--- src/stc_pkg.sv ---
// constants, types and contract of the sixteen-bit timer/counter
//
// Contract
// - the mode (timer, synchronous counter, asynchronous counter) follows control bit 1 and the bypass bit.
// - with the internal source the count rises once per instruction cycle (one pclk), after prescaling.
// - with the external source (bit 1 = 1) the count rises on each rising edge of the count input, or of the oscillator pin if bit 3 = 1, after prescaling;
//   the code skips rising edges until the first falling edge after counter mode is switched on.
// - the count moves only while control bit 0 is 1; clearing it holds the value.
// - the special event trigger input clears the count.
// - while the low-power oscillator is enabled both oscillator pins are inputs and port reads of them give 0.
// - control bit 7 reads as 0 and ignores writes.
// - the count wraps from FFFFh to 0000h, setting the overflow flag; an interrupt needs the enable bit too.
// - read-only control bit 6 shows whether the system clock comes from the low-power oscillator.
// - control bit 3 enables the low-power oscillator; 0 shuts its inverter off.
// - with the external source, bypass 1 counts unsynchronised, bypass 0 synchronises after the prescaler.
package stc_pkg;
   localparam logic [7:0]  CTRL_OFF    = 8'h10;
   localparam logic [7:0]  COUNT_OFF   = 8'h14;
   localparam logic [7:0]  FLAG_OFF    = 8'h18;
   localparam logic [15:0] COUNT_RST   = 16'h0000;
   localparam logic [15:0] COUNT_MAX   = 16'hFFFF;
   localparam int          STATUS_BIT  = 6;
   localparam int          FLAG_BIT    = 0;
   localparam int          IRQ_EN_BIT  = 1;
   localparam int          PS_W        = 3;

   typedef struct packed {
      logic [1:0] prescale;
      logic       osc_en;
      logic       sync_bypass;
      logic       clk_sel;
      logic       on;
   } stc_ctrl_s;

   localparam stc_ctrl_s CTRL_RST = '0;
endpackage : stc_pkg

--- src/stc_prescaler.sv ---
// prescaler dividing the count clock ticks by 1, 2, 4 or 8
`timescale 1ns/1ps
module stc_prescaler #(
   parameter int W = stc_pkg::PS_W
) (
   input  wire logic         pclk,
   input  wire logic         presetn,
   input  wire logic         clear,
   input  wire logic         tick_in,
   input  wire logic [1:0]   sel,
   output logic              tick_out
);
   logic [W-1:0] cnt_q;
   logic [W-1:0] mask;

   // mask of low bits that must be all ones before a tick passes
   assign mask     = W'((1 << sel) - 1);
   assign tick_out = tick_in && ((cnt_q & mask) == mask);

   always_ff @(posedge pclk or negedge presetn) begin
      if (!presetn) begin
         cnt_q <= '0;
      end else if (clear) begin
         cnt_q <= '0;
      end else if (tick_in) begin
         cnt_q <= tick_out ? '0 : cnt_q + W'(1);
      end
   end

   property p_div_one;
      @(posedge pclk) disable iff (!presetn) (sel == 2'b00 && tick_in) |-> tick_out;
   endproperty
   a_div_one: assert property (p_div_one) else $error("1:1 prescale dropped a tick");

   property p_div_two;
      @(posedge pclk) disable iff (!presetn)
         (sel == 2'b01 && tick_out && !clear) ##1 (sel == 2'b01 && !clear)[*1] |-> !(tick_in && tick_out);
   endproperty
   a_div_two: assert property (p_div_two) else $error("1:2 prescale passed two ticks in a row");

   property p_clear;
      @(posedge pclk) disable iff (!presetn) clear |=> cnt_q == '0;
   endproperty
   a_clear: assert property (p_clear) else $error("prescaler not cleared");
endmodule : stc_prescaler

--- src/stc_timer.sv ---
// sixteen-bit timer/counter with apb register access
`timescale 1ns/1ps
module stc_timer (
   input  wire logic        pclk,
   input  wire logic        presetn,
   input  wire logic        psel,
   input  wire logic        penable,
   input  wire logic        pwrite,
   input  wire logic [7:0]  paddr,
   input  wire logic [31:0] pwdata,
   output logic [31:0]      prdata,
   output logic             pready,
   output logic             pslverr,
   input  wire logic        external_count_input,
   input  wire logic        lp_osc_input_pin,
   input  wire logic        sysclk_from_lp_osc,
   input  wire logic        special_event_trigger,
   input  wire logic [1:0]  port_direction_bits,
   output logic             port_c_line_zero_oe,
   output logic             port_c_line_one_oe,
   output logic             port_c_line_zero_read,
   output logic             port_c_line_one_read,
   output logic             low_power_osc_enable,
   output logic             overflow_irq
);
   stc_pkg::stc_ctrl_s ctrl_q;
   logic [15:0]        count_q;
   logic               flag_q;
   logic               irq_en_q;
   logic [2:0]         meta_q;
   logic [2:0]         sync_q;
   logic               src_prev_q;
   logic               armed_q;
   logic               ptick_q;
   logic [31:0]        prdata_q;
   logic               pslverr_q;
   logic               pready_q;
   logic               oe0_q;
   logic               oe1_q;
   logic               rd0_q;
   logic               rd1_q;
   logic               osc_q;
   logic               irq_q;

   // decode
   wire setup     = psel && !penable;
   wire access_wr = psel && penable && pwrite;
   wire hit_ctrl  = paddr == stc_pkg::CTRL_OFF;
   wire hit_count = paddr == stc_pkg::COUNT_OFF;
   wire hit_flag  = paddr == stc_pkg::FLAG_OFF;
   wire hit_any   = hit_ctrl || hit_count || hit_flag;
   wire wr_ctrl   = access_wr && hit_ctrl;
   wire wr_count  = access_wr && hit_count;
   wire wr_flag   = access_wr && hit_flag;

   // synchronised pins: [2] count input, [1] oscillator input, [0] clock status
   wire ext_s     = sync_q[2];
   wire osc_in_s  = sync_q[1];
   wire status_s  = sync_q[0];

   // the oscillator input pin feeds the counter when the oscillator runs
   wire src_lvl   = ctrl_q.osc_en ? osc_in_s : ext_s;
   wire src_rise  = src_lvl && !src_prev_q;
   wire src_fall  = !src_lvl && src_prev_q;
   wire ext_mode  = ctrl_q.on && ctrl_q.clk_sel;
   wire tick_in   = ctrl_q.on && (ctrl_q.clk_sel ? (src_rise && armed_q) : 1'b1);
   wire presc_clr = special_event_trigger || wr_count;
   wire ptick;
   // bypass only matters in counter mode; internal ticks are already in step
   wire resync    = ctrl_q.clk_sel && !ctrl_q.sync_bypass;
   wire inc       = ctrl_q.on && (resync ? ptick_q : ptick);
   wire wrap      = inc && (count_q == stc_pkg::COUNT_MAX) && !presc_clr;

   wire [7:0]  ctrl_rd  = {1'b0, status_s, ctrl_q};
   wire [31:0] rd_mux   = hit_ctrl  ? {24'h000000, ctrl_rd} :
                          hit_count ? {16'h0000, count_q} :
                          hit_flag  ? {30'h00000000, irq_en_q, flag_q} : 32'h00000000;

   stc_prescaler #(
      .W        (stc_pkg::PS_W)
   ) u_presc (
      .pclk     (pclk),
      .presetn  (presetn),
      .clear    (presc_clr),
      .tick_in  (tick_in),
      .sel      (ctrl_q.prescale),
      .tick_out (ptick)
   );

   always_ff @(posedge pclk or negedge presetn) begin
      if (!presetn) begin
         meta_q <= 3'h0;
         sync_q <= 3'h0;
      end else begin
         meta_q <= {external_count_input, lp_osc_input_pin, sysclk_from_lp_osc};
         sync_q <= meta_q;
      end
   end

   // counter mode waits for a falling edge before the first rising one counts
   always_ff @(posedge pclk or negedge presetn) begin
      if (!presetn) begin
         src_prev_q <= 1'b0;
         armed_q    <= 1'b0;
         ptick_q    <= 1'b0;
      end else begin
         src_prev_q <= src_lvl;
         armed_q    <= ext_mode && (armed_q || src_fall);
         // only a tick made in the resynchronised mode may be counted one cycle late
         ptick_q    <= ptick && resync && !presc_clr;
      end
   end

   always_ff @(posedge pclk or negedge presetn) begin
      if (!presetn) begin
         ctrl_q <= stc_pkg::CTRL_RST;
      end else if (wr_ctrl) begin
         ctrl_q <= stc_pkg::stc_ctrl_s'(pwdata[5:0]);
      end
   end

   // special event beats a same-cycle software write
   always_ff @(posedge pclk or negedge presetn) begin
      if (!presetn) begin
         count_q <= stc_pkg::COUNT_RST;
      end else if (special_event_trigger) begin
         count_q <= stc_pkg::COUNT_RST;
      end else if (wr_count) begin
         count_q <= pwdata[15:0];
      end else if (inc) begin
         count_q <= count_q + 16'h0001;
      end
   end

   // flag is write-one-to-clear; a wrap in the clearing cycle wins
   always_ff @(posedge pclk or negedge presetn) begin
      if (!presetn) begin
         flag_q   <= 1'b0;
         irq_en_q <= 1'b0;
      end else begin
         flag_q   <= wrap || (flag_q && !(wr_flag && pwdata[stc_pkg::FLAG_BIT]));
         irq_en_q <= wr_flag ? pwdata[stc_pkg::IRQ_EN_BIT] : irq_en_q;
      end
   end

   always_ff @(posedge pclk or negedge presetn) begin
      if (!presetn) begin
         prdata_q  <= 32'h00000000;
         pslverr_q <= 1'b0;
         pready_q  <= 1'b0;
      end else begin
         pready_q <= 1'b1;
         if (setup) begin
            prdata_q  <= pwrite ? 32'h00000000 : rd_mux;
            pslverr_q <= !hit_any;
         end
      end
   end

   always_ff @(posedge pclk or negedge presetn) begin
      if (!presetn) begin
         oe0_q <= 1'b0;
         oe1_q <= 1'b0;
         rd0_q <= 1'b0;
         rd1_q <= 1'b0;
         osc_q <= 1'b0;
         irq_q <= 1'b0;
      end else begin
         oe0_q <= !port_direction_bits[0] && !ctrl_q.osc_en;
         oe1_q <= !port_direction_bits[1] && !ctrl_q.osc_en;
         rd0_q <= ext_s && !ctrl_q.osc_en;
         rd1_q <= osc_in_s && !ctrl_q.osc_en;
         osc_q <= ctrl_q.osc_en;
         irq_q <= flag_q && irq_en_q;
      end
   end

   assign prdata                = prdata_q;
   assign pslverr               = pslverr_q;
   assign pready                = pready_q;
   assign port_c_line_zero_oe   = oe0_q;
   assign port_c_line_one_oe    = oe1_q;
   assign port_c_line_zero_read = rd0_q;
   assign port_c_line_one_read  = rd1_q;
   assign low_power_osc_enable  = osc_q;
   assign overflow_irq          = irq_q;

   property p_timer_inc;
      @(posedge pclk) disable iff (!presetn)
         (ctrl_q.on && !ctrl_q.clk_sel && ctrl_q.prescale == 2'b00 && !presc_clr && !wr_ctrl)
         |=> count_q == $past(count_q) + 16'h0001;
   endproperty
   a_timer_inc: assert property (p_timer_inc) else $error("timer mode missed an increment");

   property p_hold_off;
      @(posedge pclk) disable iff (!presetn)
         (!ctrl_q.on && !presc_clr) |=> count_q == $past(count_q);
   endproperty
   a_hold_off: assert property (p_hold_off) else $error("count moved while off");

   property p_special;
      @(posedge pclk) disable iff (!presetn) special_event_trigger |=> count_q == 16'h0000 && !$rose(flag_q);
   endproperty
   a_special: assert property (p_special) else $error("special event did not clear count");

   property p_wrap;
      @(posedge pclk) disable iff (!presetn)
         wrap |=> (count_q == 16'h0000 && flag_q) ##1 (overflow_irq == $past(irq_en_q));
   endproperty
   a_wrap: assert property (p_wrap) else $error("wrap did not clear count and set flag");

   property p_ext_no_arm;
      @(posedge pclk) disable iff (!presetn)
         (ctrl_q.clk_sel && !armed_q && !presc_clr && !wr_ctrl) |=> count_q == $past(count_q);
   endproperty
   a_ext_no_arm: assert property (p_ext_no_arm) else $error("counter moved before first falling edge");

   property p_osc_pins;
      @(posedge pclk) disable iff (!presetn)
         ctrl_q.osc_en |=> !port_c_line_zero_oe && !port_c_line_one_oe && !port_c_line_zero_read
                           && !port_c_line_one_read && low_power_osc_enable;
   endproperty
   a_osc_pins: assert property (p_osc_pins) else $error("oscillator pins not forced to inputs");

   property p_bit7;
      @(posedge pclk) disable iff (!presetn) (setup && !pwrite && hit_ctrl) |=> prdata[7] == 1'b0;
   endproperty
   a_bit7: assert property (p_bit7) else $error("control bit 7 read as one");

   property p_status;
      @(posedge pclk) disable iff (!presetn) (setup && !pwrite && hit_ctrl) |=> prdata[6] == $past(status_s);
   endproperty
   a_status: assert property (p_status) else $error("clock status bit wrong");

   property p_sync_lag;
      @(posedge pclk) disable iff (!presetn)
         (resync && ctrl_q.on && ptick && !presc_clr && !wr_ctrl && !special_event_trigger)
         ##1 (!presc_clr && !wr_ctrl) |=> count_q == $past(count_q, 2) + 16'h0001;
   endproperty
   a_sync_lag: assert property (p_sync_lag) else $error("synchronised tick not counted one cycle later");
endmodule : stc_timer

--- config.mk ---
export PLATFORM = sky130hd
export DESIGN_NAME = stc_timer
export DESIGN_NICKNAME = d
export VERILOG_FILES = /design/src/stc_pkg.sv /design/src/stc_prescaler.sv /design/src/stc_timer.sv
export SDC_FILE = /design/constraint.sdc
export NUM_CORES = 1
export LEC_CHECK = 0
export ABC_AREA = 0
export BUFFER_PORTS_ARGS = -buffer_cell sky130_fd_sc_hd__buf_2
export CORE_MARGIN = 5
export CORE_UTILIZATION = 39
export CTS_BUF_LIST = sky130_fd_sc_hd__clkbuf_8 sky130_fd_sc_hd__clkbuf_16
export DETAILED_ROUTE_END_ITERATION = 16
export PLACE_DENSITY = 0.74
export SLEW_MARGIN = 30
export SYNTH_ARGS = -nofsm -noshare
export SYNTH_HDL_FRONTEND = slang
export SYNTH_SLANG_ARGS = --single-unit
--- constraint.sdc ---
create_clock -name pclk -period 2.1 [get_ports pclk]
set_input_delay 0.315 -clock pclk [delete_from_list [all_inputs] [get_ports pclk]]
set_output_delay 0.315 -clock pclk [all_outputs]
set_load 0.05 [all_outputs]
==> results_dict.tcl, run 1 <==
set metrics [dict create \
    grt_pass1_vias 2276 \
    path_class "register to register" \
    timing.fmax_mhz 504.3 \
    r2r_slack_ns 0.12 \
    gp_congestion 0.8799 \
    ir_drop_v 0.0004011 \
    critical_path.top_delay_family "compound AO/OA/AOI/OAI gates" \
    critPathCapture "count_q[10]$_DFFE_PN0P_" \
    finalMaxSlewViolations 0 \
    ys_types 37 \
    multi_input_area_um2 1190 \
    drive_gt1_frac 0.2630 \
    dp_hpwl_mm 4.579 \
    crit_fanout 10 \
    p_per_area_nw_per_um2 749.6 \
    die_w_um 94.96 \
    worstRegToRegCells 7 \
    ys.flop_type "dfrtp_1" \
    boundaryPins 91 \
    die_h_um 94.96 \
    synth_area_um2 2815 \
    clock_sinks 60 \
    globalRouteOverflowTotal 0 \
    core_um2 7137 \
    grt_usage 0.1544 \
    antenna_left 0 \
    crit_path_max_incr_delay_ns 0.40 \
    startpoint_type "register" \
    num_antenna_cells 0 \
    r2r-end "count_q[10]$_DFFE_PN0P_" \
    antenna_found_initial 0 \
    cts_max_level 3 \
    clk_latency_ns 0.34 \
    reg2reg_from "ctrl_q[3]$_DFFE_PN0P_" \
    wl_mm 6.321 \
    avgSynthCellArea_um2 10.27 \
    fillers 682 \
    fin_crit_sh 0.9443 \
    finish.net_count 395 \
    synth-edff-count 0 \
    layout_setup_ws_ns 0.1169 \
    vias 2182 \
    synthCells 274 \
    path_clk_slew_ns 0.07 \
    period_needed_ns 1.983 \
    path_cells "mux2i_2, o31ai_2, a31oi_2, buf_4, nor4b_1, xnor2_1, o21ai_0" \
    min_path_type "input port to register" \
    max_slew_margin 0.6364 \
    drc 0 \
    start_util 0.3945 \
    tritoncts "done" \
    core.rowCount 31 \
    final_cells 445 \
    required_ns 2.31 \
    grt_setup_unrepaired "true" \
    hold_violations 0 \
    ys_seq_area_frac 0.5333 \
    ys_ff_latch 60 \
    grt_pass1_wl_mm 10.58 \
    regArea_um2 1501 \
    crit_buf_inv 1 \
    wl_per_cell_um 14.20 \
    synthArstFlopShare 1.000 \
    cts_made_buffers 9 \
    firstDrtPassIters 4 \
    root_buffer "clkbuf_8" \
    worstMarginPinSlew_ns 0.5454 \
    finalSetupViolCount 0 \
    clock_path_buffers 2 \
    syn_to_final_growth_pct 22.13 \
    drt_iter0_drc 114 \
    leakagePower_nw 1.640 \
    end_kind "register" \
    dp_cells 429 \
    crit_slowest_cell "dfrtp_1" \
    skew_ns 0.008314 \
    ys_warn_count 0 \
    status "finished, final reports clean" \
    die_area_um2 9017 \
    dpl_worst_slack_ns 0.1032 \
    cp-startpoint "ctrl_q[3]$_DFFE_PN0P_" \
    viasPerCell 4.903 \
    portBuffers 58 \
    grt_start_max_net_pins 40 \
    critical_path_arrival_ns 2.19 \
    maxCapViolations 0 \
    path_depth 7 \
]
cells in the mapped netlist, types with 5 or more instances:
master    number  area (µm²)
o21ai_0       18       90.09
nand3_1        7       35.03
xnor2_1       13       113.9
buf_4         16       120.1
nor2_1        23       86.33
a211oi_1       8       60.06
mux2_2         6       67.56
a22o_1         9       78.83
nand2_1       34       127.6
a21oi_1        5       25.02
nand4_1        6       37.54
clkbuf_1       9       33.78
inv_1          5       18.77
dfrtp_1       60        1501
mux2i_1        9       90.09
nor4_1         6       37.54
sequential cells by signal, indices dropped and copies added, names as in the netlist, 3 cells and up:
signal         count
sync_q             3
ctrl_q             6
meta_q             3
prdata            16
count_q           16
u_presc.cnt_q      3
cell usage in the layout (no fill, tap or decap), types with 5 or more instances in the layout:
cell type / netlist / layout
dfrtp_1: 60 / 60
buf_2: 0 / 58
nand2_1: 34 / 34
nor2_1: 23 / 23
o21ai_0: 18 / 18
conb_1: 2 / 17
xnor2_1: 13 / 13
clkbuf_8: 0 / 11
a22o_1: 9 / 9
mux2i_1: 9 / 8
a211oi_1: 8 / 8
buf_4: 16 / 8
nand3_1: 7 / 7
nand4_1: 6 / 6
mux2_2: 6 / 6
nor4_1: 6 / 6
inv_1: 5 / 5
a21oi_1: 5 / 5
kinds of logic (layout without fill, tap and decap cells):
group / after synthesis / in the layout / synth area share
DFF: 60 / 60 / 0.5333
adders and majority gates: 2 / 2 / 0.008887
xor gates and xnor gates: 14 / 14 / 0.04356
muxes: 15 / 15 / 0.05600
other: 2 / 17 / 0.002668
and+or+nand+nor: 102 / 102 / 0.1782
buffers and inverters: 31 / 88 / 0.06533
AOI/OAI and AO/OA: 48 / 48 / 0.1120
report_power, final:
part / switching, W / internal (W) / total (W)
registers: 0.00000950 / 0.00117 / 0.00118
clock network: 0.000454 / 0.000724 / 0.00118
logic: 0.000164 / 0.0000526 / 0.000217
total: 0.000627 / 0.00195 / 0.00258
metal layers:
layer	global-route usage	up-vias	part of all wire
li1	-	1060	-
met1	0.1844	1062	0.42
met2	0.2501	52	0.50
met3	0.05737	8	0.067
met4	0.06490	0	0.015
met5	0	-	0
worst min-delay path by stage:
stage,depth (start not counted),startpoint,to,slack (ns)
finish,1,lp_osc_input_pin,meta_q[1]$_DFF_PN0_,0.08
floorplan,0,presetn,armed_q$_DFF_PN0_,0.02
CTS,1,lp_osc_input_pin,meta_q[1]$_DFF_PN0_,0.07
global placement,1,presetn,count_q[12]$_DFFE_PN0P_,0.33
detailed placement,1,presetn,count_q[13]$_DFFE_PN0P_,0.34
global route,1,sysclk_from_lp_osc,meta_q[0]$_DFF_PN0_,0.05
per-stage QoR:
stage	util	TNS [ns]	power (W)	cell area (µm²)	hold slack, ns
global route	0.4818	-0.1470	0.002680	3438	0.05441
CTS	0.4812	0	0.002594	3435	0.07102
global placement	0.4485	0	0.001417	3201	0.3330
finish	0.4818	0	0.002577	3438	0.07897
floorplan	-	0	0.001362	2872	0.01941
detailed placement	0.4485	0	0.001421	3201	0.3393
layout make-up:
type | instances | share of cell area
clock inverter | 4 | 0.02111
sequential | 60 | 0.4367
clock buffer | 11 | 0.04403
timing repair buffer | 68 | 0.1106
inverter | 5 | 0.005459
multi-input combinational | 198 | 0.3461
tap | 99 | 0.03603
what timing repair did:
| item | 4_1_cts | 5_1_grt |
|---|---|---|
| hold buffers | 1 | 0 |
| endpoints found under the setup margin | 0 | 7 |
| endpoints found under the hold margin | 21 | 0 |
| buffers inserted | 0 | 0 |
| gates resized for setup | 0 | 1 |
Note: power is estimated with default switching activity, not from simulation.
==> inputs of run 2 (changes only) <==
--- a/config.mk
+++ b/config.mk
@@ -7,11 +7,10 @@
 export LEC_CHECK = 0
 export ABC_AREA = 0
 export BUFFER_PORTS_ARGS = -buffer_cell sky130_fd_sc_hd__buf_2
-export CORE_MARGIN = 5
 export CORE_UTILIZATION = 39
 export CTS_BUF_LIST = sky130_fd_sc_hd__clkbuf_8 sky130_fd_sc_hd__clkbuf_16
 export DETAILED_ROUTE_END_ITERATION = 16
-export PLACE_DENSITY = 0.74
+export PLACE_DENSITY = 0.69
 export SLEW_MARGIN = 30
 export SYNTH_ARGS = -nofsm -noshare
 export SYNTH_HDL_FRONTEND = slang
==> constraint.sdc (replaced) <==
create_clock -name pclk -period 1.75 [get_ports pclk]
set_input_delay 0.2625 -clock pclk [delete_from_list [all_inputs] [get_ports pclk]]
set_output_delay 0.2625 -clock pclk [all_outputs]
set_load 0.05 [all_outputs]
==> run 2 against run 1 <==
The run now ends with setup timing left. Die area shrank 16%. Sequential power increased by 20%. Power up 21%. Via count increased by 5.5%. Combinational power grew 41%. Worst hold slack got worse by 0.059 ns. Register-to-register slack got worse by 0.18 ns. Largest cell class unchanged. Largest power group unchanged. Highest routed layer unchanged.
==> results_dict.tcl, run 2 (synthesized netlist as in run 1, its figures left out) <==
set metrics [dict create \
    mostFrequentLayoutCells "dfrtp_1, buf_2, nand2_1, buf_4, nor2_1" \
    status "complete, but fails checks" \
    root_buffer "clkbuf_8" \
    maxCapViolations 0 \
    place_area_um2 3428 \
    grt_setup_unrepaired "true" \
    die_h_um 86.96 \
    fillers 602 \
    grt_pass1_wl_mm 10.47 \
    ir_drop_v 0.0005717 \
    min_path_type "input port to register" \
    hp-start "external_count_input" \
    die_w_um 86.96 \
    r2r-end "flag_q$_DFF_PN0_" \
    min_to "meta_q[2]$_DFF_PN0_" \
    wl_mm 6.680 \
    num_antenna_cells 0 \
    hold_depth 1 \
    dp_hpwl_mm 4.648 \
    clock_sinks 60 \
    viasPerCell 4.963 \
    end_kind "register" \
    period_needed_ns 1.809 \
    multi_input_area_um2 1423 \
    wl_per_cell_um 14.40 \
    required_ns 1.99 \
    cts_max_level 3 \
    fin_crit_sh 1.034 \
    final_common_cell "dfrtp_1" \
    layout_setup_ws_ns -0.05910 \
    clk_latency_ns 0.34 \
    vias 2303 \
    leakagePower_nw 1.793 \
    final_area_um2 3882 \
    clock_path_buffers 2 \
    core.rowCount 30 \
    max_slew_margin 0.6515 \
    violations "setup timing" \
    critical_path_arrival_ns 2.05 \
    drive_gt1_frac 0.3668 \
    r2r_slack_ns -0.06 \
    antenna_left 0 \
    timing.fmax_mhz 552.8 \
    regArea_um2 1501 \
    grt_start_max_net_pins 22 \
    skew_ns 0.006181 \
    tritoncts "done" \
    firstDrtPassIters 4 \
    finalMaxSlewViolations 0 \
    drt_iter0_drc 156 \
    core_um2 6869 \
    p_total_w 0.003123 \
    path_class "register to register" \
    globalRouteOverflowTotal 0 \
    syn_to_final_growth_pct 37.91 \
    startpoint_type "register" \
    worstRegToRegCells 6 \
    gp_congestion 0.8545 \
    grt_usage 0.1858 \
    p_per_area_nw_per_um2 804.3 \
    drc 0 \
    antenna_found_initial 0 \
    boundaryPins 91 \
    hold_violations 0 \
    start_util 0.4098 \
    finalSetupViolCount 11 \
    fin_tns_setup_ns -0.3010 \
    reg2reg_from "src_prev_q$_DFF_PN0_" \
    crit_fanout 7 \
    grt_pass1_vias 2210 \
    cts_made_buffers 9 \
    die_area_um2 7562 \
    dpl_worst_slack_ns -0.1887 \
    finish.net_count 416 \
    path_clk_slew_ns 0.07 \
    worstMarginPinSlew_ns 0.5228 \
    portBuffers 58 \
]
[run 2: cell types whose count changed in the layout (fill, tap and decap cells not counted), sizes merged]
cell,before,now
clkinv,1,2
inv,5,7
clkbuf,11,10
buf,67,87
[run 2: worst max-delay path, cell delays in order (launching register included)]
cell and delay (ns):
dfrtp_1 0.38, nand2b_4 0.15, o31ai_4 0.27, a31oi_4 0.15, buf_12 0.17, or3b_4 0.39, o41ai_2 0.19
[run 2: area by class of cell]
| type | count | share of cell area |
|---|---|---|
| multi-input combinational | 198 | 0.3664 |
| clock inverter | 7 | 0.02546 |
| clock buffer | 9 | 0.03190 |
| inverter | 5 | 0.004834 |
| sequential | 60 | 0.3867 |
| tap | 96 | 0.03094 |
| timing repair buffer | 89 | 0.1537 |
[run 2: worst max path at each step]
stage / from / end / slack, ns
floorplan: ctrl_q[3]$_DFFE_PN0P_ / count_q[7]$_DFFE_PN0P_ / -0.03
global placement: ctrl_q[3]$_DFFE_PN0P_ / count_q[6]$_DFFE_PN0P_ / -0.14
detailed placement: src_prev_q$_DFF_PN0_ / count_q[6]$_DFFE_PN0P_ / -0.19
CTS: src_prev_q$_DFF_PN0_ / flag_q$_DFF_PN0_ / -0.09
global route: src_prev_q$_DFF_PN0_ / count_q[8]$_DFFE_PN0P_ / -0.15
finish: src_prev_q$_DFF_PN0_ / flag_q$_DFF_PN0_ / -0.06
[run 2: metrics by stage]
step | hold WS, ns | cells | util
detailed placement | 0.2583 | 442 | 0.4991
finish | 0.01972 | 464 | 0.5652
CTS | 0.001720 | 462 | 0.5537
global placement | 0.2569 | 442 | 0.4991
floorplan | -0.03309 | 289 | -
global route | 0.0009198 | 464 | 0.5652
[run 2: what timing repair did]
action,CTS,global route
endpoints found under the hold margin,18,0
gates cloned,1,0
setup endpoints to repair,12,18
buffers inserted,2,2
hold buffers,1,0
pin swaps,17,24
resized for setup,18,14
[run 2: routing by layer]
layer,vias up,GRT usage,wire length [µm]
li1,1104,-,-
met1,1134,0.2416,2900
met2,59,0.2878,3413
met3,6,0.05687,297
met4,0,0.07727,69
met5,-,0,0
[run 2: power breakdown]
part	leakage (nW)	switching [W]	internal, W	total (W)
Clock	0.110	0.000587	0.000811	0.00140
Sequential	0.800	0.0000108	0.00141	0.00142
Combinational	0.883	0.000215	0.0000913	0.000307
